--- src/rtl/pdrx_pkg.sv ---
// package: register map, field positions and reset values of the power-down and format bank
package pdrx_pkg;
   localparam int           PDRX_ADDR_W      = 6;
   localparam int           PDRX_DATA_W      = 8;
   localparam int           PDRX_SAMPLE_W    = 12;
   // register offsets
   localparam logic [5:0]   PDRX_OFS_SOFT    = 6'h00;
   localparam logic [5:0]   PDRX_OFS_PWR     = 6'h02;
   localparam logic [5:0]   PDRX_OFS_RXA_PD  = 6'h03;
   localparam logic [5:0]   PDRX_OFS_RXB_PD  = 6'h04;
   localparam logic [5:0]   PDRX_OFS_RX_REF  = 6'h05;
   localparam logic [5:0]   PDRX_OFS_RXA_FMT = 6'h06;
   localparam logic [5:0]   PDRX_OFS_RXB_FMT = 6'h07;
   // field positions
   localparam int           PDRX_BIT_SOFT_RST = 5;
   localparam int           PDRX_TXA_MSB      = 7;
   localparam int           PDRX_TXA_LSB      = 5;
   localparam int           PDRX_BIT_TX_DIG   = 4;
   localparam int           PDRX_BIT_RX_DIG   = 3;
   localparam int           PDRX_BIT_PLL_PD   = 2;
   localparam int           PDRX_BIT_PLL_DIS  = 1;
   localparam int           PDRX_BIT_CH_ANA   = 7;
   localparam int           PDRX_BIT_CH_BIAS  = 6;
   localparam int           PDRX_BIT_ANA_BIAS = 7;
   localparam int           PDRX_BIT_RX_REF   = 6;
   localparam int           PDRX_BIT_DIFF_REF = 5;
   localparam int           PDRX_BIT_VREF     = 4;
   localparam int           PDRX_BIT_TWOS     = 5;
   // transmit analog power-down codes
   localparam logic [2:0]   PDRX_TXA_OFF_A    = 3'h4;
   localparam logic [2:0]   PDRX_TXA_OFF_B    = 3'h2;
   localparam logic [2:0]   PDRX_TXA_OFF_AB   = 3'h7;
   // reset values
   localparam logic [7:0]   PDRX_RST_VAL      = 8'h00;
   // used-bit masks, other bits read zero
   localparam logic [7:0]   PDRX_MASK_PWR     = 8'hFE;
   localparam logic [7:0]   PDRX_MASK_CH_PD   = 8'hC0;
   localparam logic [7:0]   PDRX_MASK_REF     = 8'hF0;
   localparam logic [7:0]   PDRX_MASK_FMT     = 8'h20;
endpackage : pdrx_pkg

--- src/rtl/pdrx_sample_fmt.sv ---
// module: per-channel receive sample formatter, straight binary or twos complement
`timescale 1ns/100ps
module pdrx_sample_fmt
   import pdrx_pkg::*;
#(
   parameter int W = PDRX_SAMPLE_W
) (
   input  wire logic         ref_clk,
   input  wire logic         rst_n,
   input  wire logic         twos_en,
   input  wire logic         hold,
   input  wire logic [W-1:0] sample_in,
   output      logic [W-1:0] sample_out
);
   typedef struct packed {
      logic [W-1:0] data;
   } pdrx_fmt_state_t;

   pdrx_fmt_state_t st_reg;
   pdrx_fmt_state_t st_next;

   // msb flip turns offset binary into twos complement; a powered-down path holds
   always_comb begin
      st_next = st_reg;
      if (!hold) begin
         st_next.data = twos_en ? {~sample_in[W-1], sample_in[W-2:0]}
                                : sample_in;
      end
   end

   always_ff @(posedge ref_clk or negedge rst_n) begin
      if (!rst_n) begin
         st_reg <= '0;
      end else begin
         st_reg <= st_next;
      end
   end

   assign sample_out = st_reg.data;
endmodule : pdrx_sample_fmt

--- src/rtl/pdrx_ctrl.sv ---
// module: power-down and receive format register bank with control outputs
//
// Summary of operation
// - tx analog field 100 kills output a, 010 output b, 111 both.
// - tx digital power-down resets low; transmit digital runs as configured.
// - tx digital power-down high gates the transmit digital clock.
// - while tx digital is gated, transmit outputs hold their last values.
// - rx digital power-down high powers down receive digital section.
// - unused digital blocks power down automatically without a write.
// - pll power-down high forces pll off and bypasses it.
// - pll disconnect high removes pll output from the clock path.
// - disconnected but powered pll keeps acquiring or holding lock.
// - channel bit 7 powers down its analog and digital; bandgap stays.
// - channel bit 6, reset low, disables that channel's input self-bias.
// - shared bit 7 powers down all receive bias incl. reference buffer.
// - shared bit 6 powers down internal converter reference circuits.
// - shared bit 5 powers down top and bottom differential references.
// - shared bit 4 powers down bandgap so external reference sets range.
// - samples are straight binary unless channel format bit 5 is set.
// - soft reset bit restores defaults, relocks pll, and self-clears.
// - no tx analog option powers down the converter bias current.
`timescale 1ns/100ps
module pdrx_ctrl
   import pdrx_pkg::*;
#(
   parameter int SW = PDRX_SAMPLE_W
) (
   input  wire logic                   ref_clk,
   input  wire logic                   arst_n,
   // register port
   input  wire logic                   reg_wr,
   input  wire logic                   reg_rd,
   input  wire logic [PDRX_ADDR_W-1:0] reg_addr,
   input  wire logic [PDRX_DATA_W-1:0] reg_wdata,
   output      logic [PDRX_DATA_W-1:0] reg_rdata,
   // usage hints from the mode logic
   input  wire logic                   tx_path_used,
   input  wire logic                   rx_a_used,
   input  wire logic                   rx_b_used,
   // receive samples in, formatted samples out
   input  wire logic [SW-1:0]          rx_a_sample,
   input  wire logic [SW-1:0]          rx_b_sample,
   output      logic [SW-1:0]          rx_a_data,
   output      logic [SW-1:0]          rx_b_data,
   // transmit side
   input  wire logic [SW-1:0]          tx_a_sample,
   input  wire logic [SW-1:0]          tx_b_sample,
   output      logic [SW-1:0]          tx_a_data,
   output      logic [SW-1:0]          tx_b_data,
   output      logic                   tx_dig_clk_en,
   output      logic                   tx_a_out_off,
   output      logic                   tx_b_out_off,
   output      logic                   tx_support_off,
   output      logic                   tx_bias_off,
   output      logic                   rx_dig_off,
   // clock multiplier
   output      logic                   pll_off,
   output      logic                   pll_bypass,
   output      logic                   pll_relock,
   // receive analog
   output      logic                   rx_a_analog_off,
   output      logic                   rx_b_analog_off,
   output      logic                   rx_a_selfbias_off,
   output      logic                   rx_b_selfbias_off,
   output      logic                   receive_bias_off,
   output      logic                   differential_reference_power_down,
   output      logic                   receive_reference_power_down,
   output      logic                   bandgap_off
);
   // every flop of the bank except the reset synchroniser and the two formatters lives in this one struct
   typedef struct packed {
      // register images
      logic [7:0]    pwr;
      logic [7:0]    rxa_pd;
      logic [7:0]    rxb_pd;
      logic [7:0]    rx_ref;
      logic [7:0]    rxa_fmt;
      logic [7:0]    rxb_fmt;
      // read data and the relock pulse
      logic [7:0]    rdata;
      logic          relock;
      // transmit side
      logic [SW-1:0] tx_a;
      logic [SW-1:0] tx_b;
      logic          tx_clk_en;
      logic          tx_a_off;
      logic          tx_b_off;
      logic          tx_sup_off;
      logic          tx_bias;
      // receive digital and clock multiplier
      logic          rx_off;
      logic          pll_pd;
      logic          pll_dis;
      // receive analog
      logic          a_ana;
      logic          b_ana;
      logic          a_bias;
      logic          b_bias;
      logic          bias_all;
      logic          rx_ref_pd;
      logic          diff_pd;
      logic          bg_pd;
   } pdrx_state_t;

   pdrx_state_t   st_reg;
   pdrx_state_t   st_next;
   logic [1:0]    rst_sync_reg;
   logic          rst_n;
   // receive channel 0 is a, channel 1 is b
   logic [1:0]    fmt_twos;
   logic [1:0]    fmt_hold;
   logic [SW-1:0] fmt_in  [2];
   logic [SW-1:0] fmt_out [2];

   // reset release through two flops so every flop leaves reset on one edge
   always_ff @(posedge ref_clk or negedge arst_n) begin
      if (!arst_n) begin
         rst_sync_reg <= 2'h0;
      end else begin
         rst_sync_reg <= {rst_sync_reg[0], 1'b1};
      end
   end
   assign rst_n = rst_sync_reg[1];

   // used-bit mask per offset, shared by writes and reads
   // soft reset is write-only, so its offset keeps no bits and reads zero
   function automatic logic [7:0] reg_mask(input logic [5:0] a);
      logic [7:0] m;
      m = 8'h00;
      unique case (a)
         PDRX_OFS_PWR:     m = PDRX_MASK_PWR;
         PDRX_OFS_RXA_PD,
         PDRX_OFS_RXB_PD:  m = PDRX_MASK_CH_PD;
         PDRX_OFS_RX_REF:  m = PDRX_MASK_REF;
         PDRX_OFS_RXA_FMT,
         PDRX_OFS_RXB_FMT: m = PDRX_MASK_FMT;
         default:          m = 8'h00;
      endcase
      return m;
   endfunction : reg_mask

   // read mux, unused bits read zero
   function automatic logic [7:0] rd_mux(input pdrx_state_t s, input logic [5:0] a);
      logic [7:0] v;
      v = 8'h00;
      unique case (a)
         PDRX_OFS_PWR:     v = s.pwr;
         PDRX_OFS_RXA_PD:  v = s.rxa_pd;
         PDRX_OFS_RXB_PD:  v = s.rxb_pd;
         PDRX_OFS_RX_REF:  v = s.rx_ref;
         PDRX_OFS_RXA_FMT: v = s.rxa_fmt;
         PDRX_OFS_RXB_FMT: v = s.rxb_fmt;
         default:          v = 8'h00;
      endcase
      return v & reg_mask(a);
   endfunction : rd_mux

   // tx analog code to {a off, b off, support off}; other codes turn nothing off
   function automatic logic [2:0] txa_decode(input logic [2:0] code);
      logic [2:0] o;
      o = 3'h0;
      unique case (code)
         PDRX_TXA_OFF_A:  o = 3'h4;
         PDRX_TXA_OFF_B:  o = 3'h2;
         PDRX_TXA_OFF_AB: o = 3'h7;
         default:         o = 3'h0;
      endcase
      return o;
   endfunction : txa_decode

   // register writes, soft reset, and decoded control outputs
   always_comb begin
      st_next        = st_reg;
      // relock is a one-cycle pulse, raised only by a soft reset write
      st_next.relock = 1'b0;
      // writes keep only the used bits, so unused bits read back zero
      if (reg_wr) begin
         unique case (reg_addr)
            PDRX_OFS_SOFT: begin
               // one-shot: nothing stored, so the bit reads back clear
               if (reg_wdata[PDRX_BIT_SOFT_RST]) begin
                  st_next.pwr     = PDRX_RST_VAL;
                  st_next.rxa_pd  = PDRX_RST_VAL;
                  st_next.rxb_pd  = PDRX_RST_VAL;
                  st_next.rx_ref  = PDRX_RST_VAL;
                  st_next.rxa_fmt = PDRX_RST_VAL;
                  st_next.rxb_fmt = PDRX_RST_VAL;
                  st_next.relock  = 1'b1;
               end
            end
            PDRX_OFS_PWR:     st_next.pwr     = reg_wdata & reg_mask(reg_addr);
            PDRX_OFS_RXA_PD:  st_next.rxa_pd  = reg_wdata & reg_mask(reg_addr);
            PDRX_OFS_RXB_PD:  st_next.rxb_pd  = reg_wdata & reg_mask(reg_addr);
            PDRX_OFS_RX_REF:  st_next.rx_ref  = reg_wdata & reg_mask(reg_addr);
            PDRX_OFS_RXA_FMT: st_next.rxa_fmt = reg_wdata & reg_mask(reg_addr);
            PDRX_OFS_RXB_FMT: st_next.rxb_fmt = reg_wdata & reg_mask(reg_addr);
            default: ;
         endcase
      end
      // a read in the same cycle as a write sees the old value
      st_next.rdata = reg_rd ? rd_mux(st_reg, reg_addr) : st_reg.rdata;

      // transmit analog decode; unlisted codes leave both outputs on
      {st_next.tx_a_off, st_next.tx_b_off, st_next.tx_sup_off} =
         txa_decode(st_reg.pwr[PDRX_TXA_MSB:PDRX_TXA_LSB]);
      // converter bias stays up in every code so tx recovery takes a few cycles
      st_next.tx_bias = 1'b0;

      // tx digital clock gate; an unused tx path is gated as well
      st_next.tx_clk_en = !st_reg.pwr[PDRX_BIT_TX_DIG] && tx_path_used;
      // outputs only follow the inputs while clocked, else hold last update
      if (st_reg.tx_clk_en) begin
         st_next.tx_a = tx_a_sample;
         st_next.tx_b = tx_b_sample;
      end

      // receive digital off by bit or when neither channel is in use
      st_next.rx_off = st_reg.pwr[PDRX_BIT_RX_DIG] || !(rx_a_used || rx_b_used);

      // pll: disconnect only reroutes, lock loop keeps running unless powered down
      st_next.pll_pd  = st_reg.pwr[PDRX_BIT_PLL_PD];
      st_next.pll_dis = st_reg.pwr[PDRX_BIT_PLL_DIS] || st_reg.pwr[PDRX_BIT_PLL_PD];

      // receive analog; bandgap is only touched by the shared vref bit
      // an unused channel powers down with no register write
      st_next.a_ana     = st_reg.rxa_pd[PDRX_BIT_CH_ANA] || !rx_a_used;
      st_next.b_ana     = st_reg.rxb_pd[PDRX_BIT_CH_ANA] || !rx_b_used;
      st_next.a_bias    = st_reg.rxa_pd[PDRX_BIT_CH_BIAS];
      st_next.b_bias    = st_reg.rxb_pd[PDRX_BIT_CH_BIAS];
      st_next.bias_all  = st_reg.rx_ref[PDRX_BIT_ANA_BIAS];
      st_next.rx_ref_pd = st_reg.rx_ref[PDRX_BIT_RX_REF];
      st_next.diff_pd   = st_reg.rx_ref[PDRX_BIT_DIFF_REF]
                       || st_reg.rx_ref[PDRX_BIT_ANA_BIAS];
      st_next.bg_pd     = st_reg.rx_ref[PDRX_BIT_VREF];
   end

   // one register stage for the whole bank, reset by the synchronised copy
   always_ff @(posedge ref_clk or negedge rst_n) begin
      if (!rst_n) begin
         st_reg           <= '0;
         // tx digital leaves reset clocked, as with its power-down bit low
         st_reg.tx_clk_en <= 1'b1;
      end else begin
         st_reg <= st_next;
      end
   end

   // a powered-down receive channel freezes its data
   assign fmt_hold[0] = st_reg.a_ana || st_reg.rx_off;
   assign fmt_hold[1] = st_reg.b_ana || st_reg.rx_off;
   assign fmt_twos[0] = st_reg.rxa_fmt[PDRX_BIT_TWOS];
   assign fmt_twos[1] = st_reg.rxb_fmt[PDRX_BIT_TWOS];
   assign fmt_in[0]   = rx_a_sample;
   assign fmt_in[1]   = rx_b_sample;

   // per-channel formatters, one per receive channel
   generate
      for (genvar ch = 0; ch < 2; ch++) begin : g_fmt
         pdrx_sample_fmt #(.W(SW)) u_fmt (
            .ref_clk    (ref_clk),
            .rst_n      (rst_n),
            .twos_en    (fmt_twos[ch]),
            .hold       (fmt_hold[ch]),
            .sample_in  (fmt_in[ch]),
            .sample_out (fmt_out[ch])
         );
      end
   endgenerate

   // receive data comes from the formatter flops
   assign rx_a_data                         = fmt_out[0];
   assign rx_b_data                         = fmt_out[1];

   // read data and transmit side, straight from flops
   assign reg_rdata                         = st_reg.rdata;
   assign tx_a_data                         = st_reg.tx_a;
   assign tx_b_data                         = st_reg.tx_b;
   assign tx_dig_clk_en                     = st_reg.tx_clk_en;
   assign tx_a_out_off                      = st_reg.tx_a_off;
   assign tx_b_out_off                      = st_reg.tx_b_off;
   assign tx_support_off                    = st_reg.tx_sup_off;
   assign tx_bias_off                       = st_reg.tx_bias;
   assign rx_dig_off                        = st_reg.rx_off;

   // clock multiplier
   assign pll_off                           = st_reg.pll_pd;
   assign pll_bypass                        = st_reg.pll_dis;
   assign pll_relock                        = st_reg.relock;

   // receive analog
   assign rx_a_analog_off                   = st_reg.a_ana;
   assign rx_b_analog_off                   = st_reg.b_ana;
   assign rx_a_selfbias_off                 = st_reg.a_bias;
   assign rx_b_selfbias_off                 = st_reg.b_bias;
   assign receive_bias_off                  = st_reg.bias_all;
   assign differential_reference_power_down = st_reg.diff_pd;
   assign receive_reference_power_down      = st_reg.rx_ref_pd;
   assign bandgap_off                       = st_reg.bg_pd;
endmodule : pdrx_ctrl

--- config.mk ---
export PLATFORM = sky130hd
export DESIGN_NAME = pdrx_ctrl
export DESIGN_NICKNAME = d
export VERILOG_FILES = /design/src/rtl/pdrx_pkg.sv /design/src/rtl/pdrx_sample_fmt.sv /design/src/rtl/pdrx_ctrl.sv
export SDC_FILE = /design/constraint.sdc
export NUM_CORES = 1
export LEC_CHECK = 0
export BUFFER_PORTS_ARGS = -buffer_cell sky130_fd_sc_hd__buf_4
export CORE_AREA = 8 8 121 95
export CTS_BUF_LIST = sky130_fd_sc_hd__clkbuf_16
export DETAILED_ROUTE_END_ITERATION = 12
export DIE_AREA = 0 0 129 103
export PLACE_DENSITY = 0.75
export SLEW_MARGIN = 25
export SYNTH_ARGS = -nofsm -noshare
export SYNTH_HDL_FRONTEND = slang
export SYNTH_SLANG_ARGS = --single-unit
export TNS_END_PERCENT = 20
--- constraint.sdc ---
create_clock -name ref_clk -period 3.2 [get_ports ref_clk]
set_input_delay 0.64 -clock ref_clk [delete_from_list [all_inputs] [get_ports ref_clk]]
set_output_delay 0.64 -clock ref_clk [all_outputs]
set_load 0.02 [all_outputs]
==> summary.txt <==
Flow run
  • Max-cap viol count: 0

Final layout
  • Layout fillers: 785
  • Post-route cell area: 0.00542 sq mm
  • Share of layout cells above drive strength 1: 0.498
  • Register area: 0.00251 sq mm
  • Ant. Diodes: 0
  • Area of the multi-input gates: 0.00136 sq mm
  • Max reg flops: 24
  • Fin nets: 502
  • Area delta synth->final: 28.3%

Power and ir drop
  • Pwr/cell area: 690 mW/mm^2
  • Final Power: 3.74 mW
  • Maximum vdd drop: 350 uV
  • LEAKAGE: 2.55 nW

Yosys
  • Post-Syn Area: 0.00422 sq mm
  • Main synth FF type: dfrtp_1
  • Seq/Total Area, Yosys: 0.593
  • Synth Area per Inst: 12.8 sq um
  • #FFs+latches synth: 100
  • Cells after synthesis: 329
  • EDFF count, synth: 0
  • Number of synthesis warnings: 0
  • Fraction of registers with async set/reset: 1.00
  • Unique cell type count in the Yosys netlist: 43

Critical path
  • Critical path peak fanout: 25
  • Setup crit start: tx_dig_clk_en
  • Startpoint class of the critical path: flop
  • Worst R2R Start: rx_dig_off
  • CP required: 2560 ps
  • Kind of critical path: reg -> out
  • Crit-path leading delay family: flip-flops
  • Crit path max-delay cell type: dfstp_2
  • Biggest cell delay along the critical path: 880 ps
  • Worst setup EP type: primary output
  • WP data arrival: 1460 ps
  • Critical path cell sequence: buf_4
  • Worst Path Buf+Inv: 1

Outcome
  • Status: complete, no violations

Route
  • DRC: 0
  • Initial drt markers: 210
  • Routed Antenna Nets: 0
  • Wire per inst: 17.4 um
  • Vias per cell: 4.99
  • Routed via count: 2843
  • Drt total wl: 9.93 mm
  • DRT Pass-1 Iters: 4

STA
  • Final WS setup: 1100 ps
  • Slew Limit Fails: 0
  • Post-route minimum period: 2100 ps
  • Fmax: 477 MHz
  • Setup violators final: 0
  • Worst-Margin Slew: 774 ps
  • Fin Clk Skew: 7.88 ps
  • Hold Vio Cnt, Final: 0
  • Fin crit share: 0.655
  • Relative slew slack: 0.484
  • RSZ-0062 raised after global routing: false
  • Fin Hold WS: 69.6 ps
  • Setup TNS: 0 ps

Clocking
  • Postcts setup bufs: 0
  • CTS resizes: 0
  • Clk slew on worst S/H paths: 70 ps
  • Hold_buf cts: 0
  • H-tree depth: 3
  • CTS tree: yes
  • # clock sinks: 100
  • Max clock buf depth: 2
  • CTS Buf Count: 9
  • Clock latency on the worst-skew pair: 340 ps
  • CTS root buf: clkbuf_16

Placed design
  • Dpl cell area: 0.00513 sq mm
  • Pre-CTS setup slack: 1010 ps
  • DP HPWL: 7.58 mm
  • GPL Wtd Cong: 0.810
  • IO buf count: 138

Die
  • Top Ports: 142
  • Die area: 0.0133 sq mm
  • Chip height: 103 um
  • Die Width: 129 um
  • Core Rows: 31
  • Core box area: 0.00950 sq mm
  • Initial Util: 0.444

GRT
  • Initial antenna violation count: 0
  • Vias in the first global route: 2999
  • Gr ovfl total: 0
  • First-pass GRT wire length: 15.8 mm
  • Total track usage: 0.154
  • Pin count of the biggest net entering global routing: 61

Min path
  • Hold crit path type: in -> async
-- cell usage in the layout (no fill, tap or decap), types with 3 or more instances in the layout --
master / count
buf_4: 140
dfrtp_1: 98
mux2_2: 50
inv_1: 13
nor2b_1: 12
nor2_1: 12
a22o_1: 10
nand2_1: 9
clkbuf_16: 9
o22ai_1: 7
a21oi_1: 7
nand3_1: 6
mux2i_1: 5
xnor2_1: 4
and2_1: 4
nand4_1: 4
o21ai_0: 4
nand2b_1: 3
conb_1: 3
inv_6: 3
-- where the power goes --
part / total [mW] / leakage [nW] / switching [mW] / internal, mW
registers: 1.67 / 1.24 / 0.163 / 1.51
logic: 1.04 / 1.18 / 0.521 / 0.517
clock network: 1.03 / 0.136 / 0.485 / 0.540
-- synth_stat cells, types with 2 or more instances --
library cell / number / area, sq um
a21oi_1: 7 / 35.0
a22o_1: 10 / 87.6
a22oi_1: 2 / 15.0
and2_1: 4 / 25.0
buf_2: 4 / 20.0
buf_4: 33 / 248
clkbuf_1: 9 / 33.8
conb_1: 2 / 7.51
dfrtp_1: 99 / 2480
inv_1: 13 / 48.8
mux2_2: 50 / 563
mux2i_1: 5 / 50.1
nand2_1: 9 / 33.8
nand2b_1: 3 / 18.8
nand3_1: 6 / 30.0
nand4_1: 4 / 25.0
nor2_1: 14 / 52.6
nor2b_1: 12 / 75.1
nor3_1: 2 / 10.0
nor3_2: 2 / 20.0
nor4_1: 2 / 12.5
o21ai_0: 4 / 20.0
o22ai_1: 7 / 43.8
o2bb2ai_1: 2 / 17.5
o32ai_1: 2 / 17.5
or2_2: 2 / 12.5
xnor2_1: 4 / 35.0
-- final cells by class --
type,count,share of cell area
Clock buffer,9,0.0416
Clock inverter,7,0.0106
Inverter,13,0.00901
Multi-Input combinational cell,169,0.251
Sequential cell,100,0.463
Tap cell,132,0.0305
Timing Repair Buffer,140,0.194
-- metal layers --
layer	track usage	up-vias	wire [um]
met2	0.245	116	4600
met4	0.0432	0	100
met3	0.0558	10	858
met5	0	-	0
met1	0.193	1400	4380
li1	-	1317	-
-- worst paths after layout --
kind                                                end  slack, ps  depth (start not counted)
hold reg to reg                         rst_sync_reg[1]        360                          0
hold / removal                          rst_sync_reg[1]         70                          1
max in group asynchronous                 tx_dig_clk_en       1970                          1
setup / recovery                          tx_dig_clk_en       1100                          1
setup reg to reg           g_fmt[0].u_fmt.sample_out[1]       1720                          2
min in group ref_clk                    rst_sync_reg[1]        360                          0
-- stage by stage --
step | utilization | cells
finish | 0.570 | 570
global route | 0.570 | 570
CTS | 0.569 | 570
detailed placement | 0.540 | 554
global placement | 0.540 | 554
floorplan | - | 330
-- cell families (layout without fill, tap and decap cells) --
logic type,after synthesis,in the layout,synth area share
flops,100,100,0.593
simple gates,66,66,0.0919
buf+inv,61,169,0.0865
mux,56,56,0.151
compound gates,40,40,0.0679
xor+xnor,4,4,0.00830
other cells,2,3,0.00178
(Power assumes the default switching activity.)
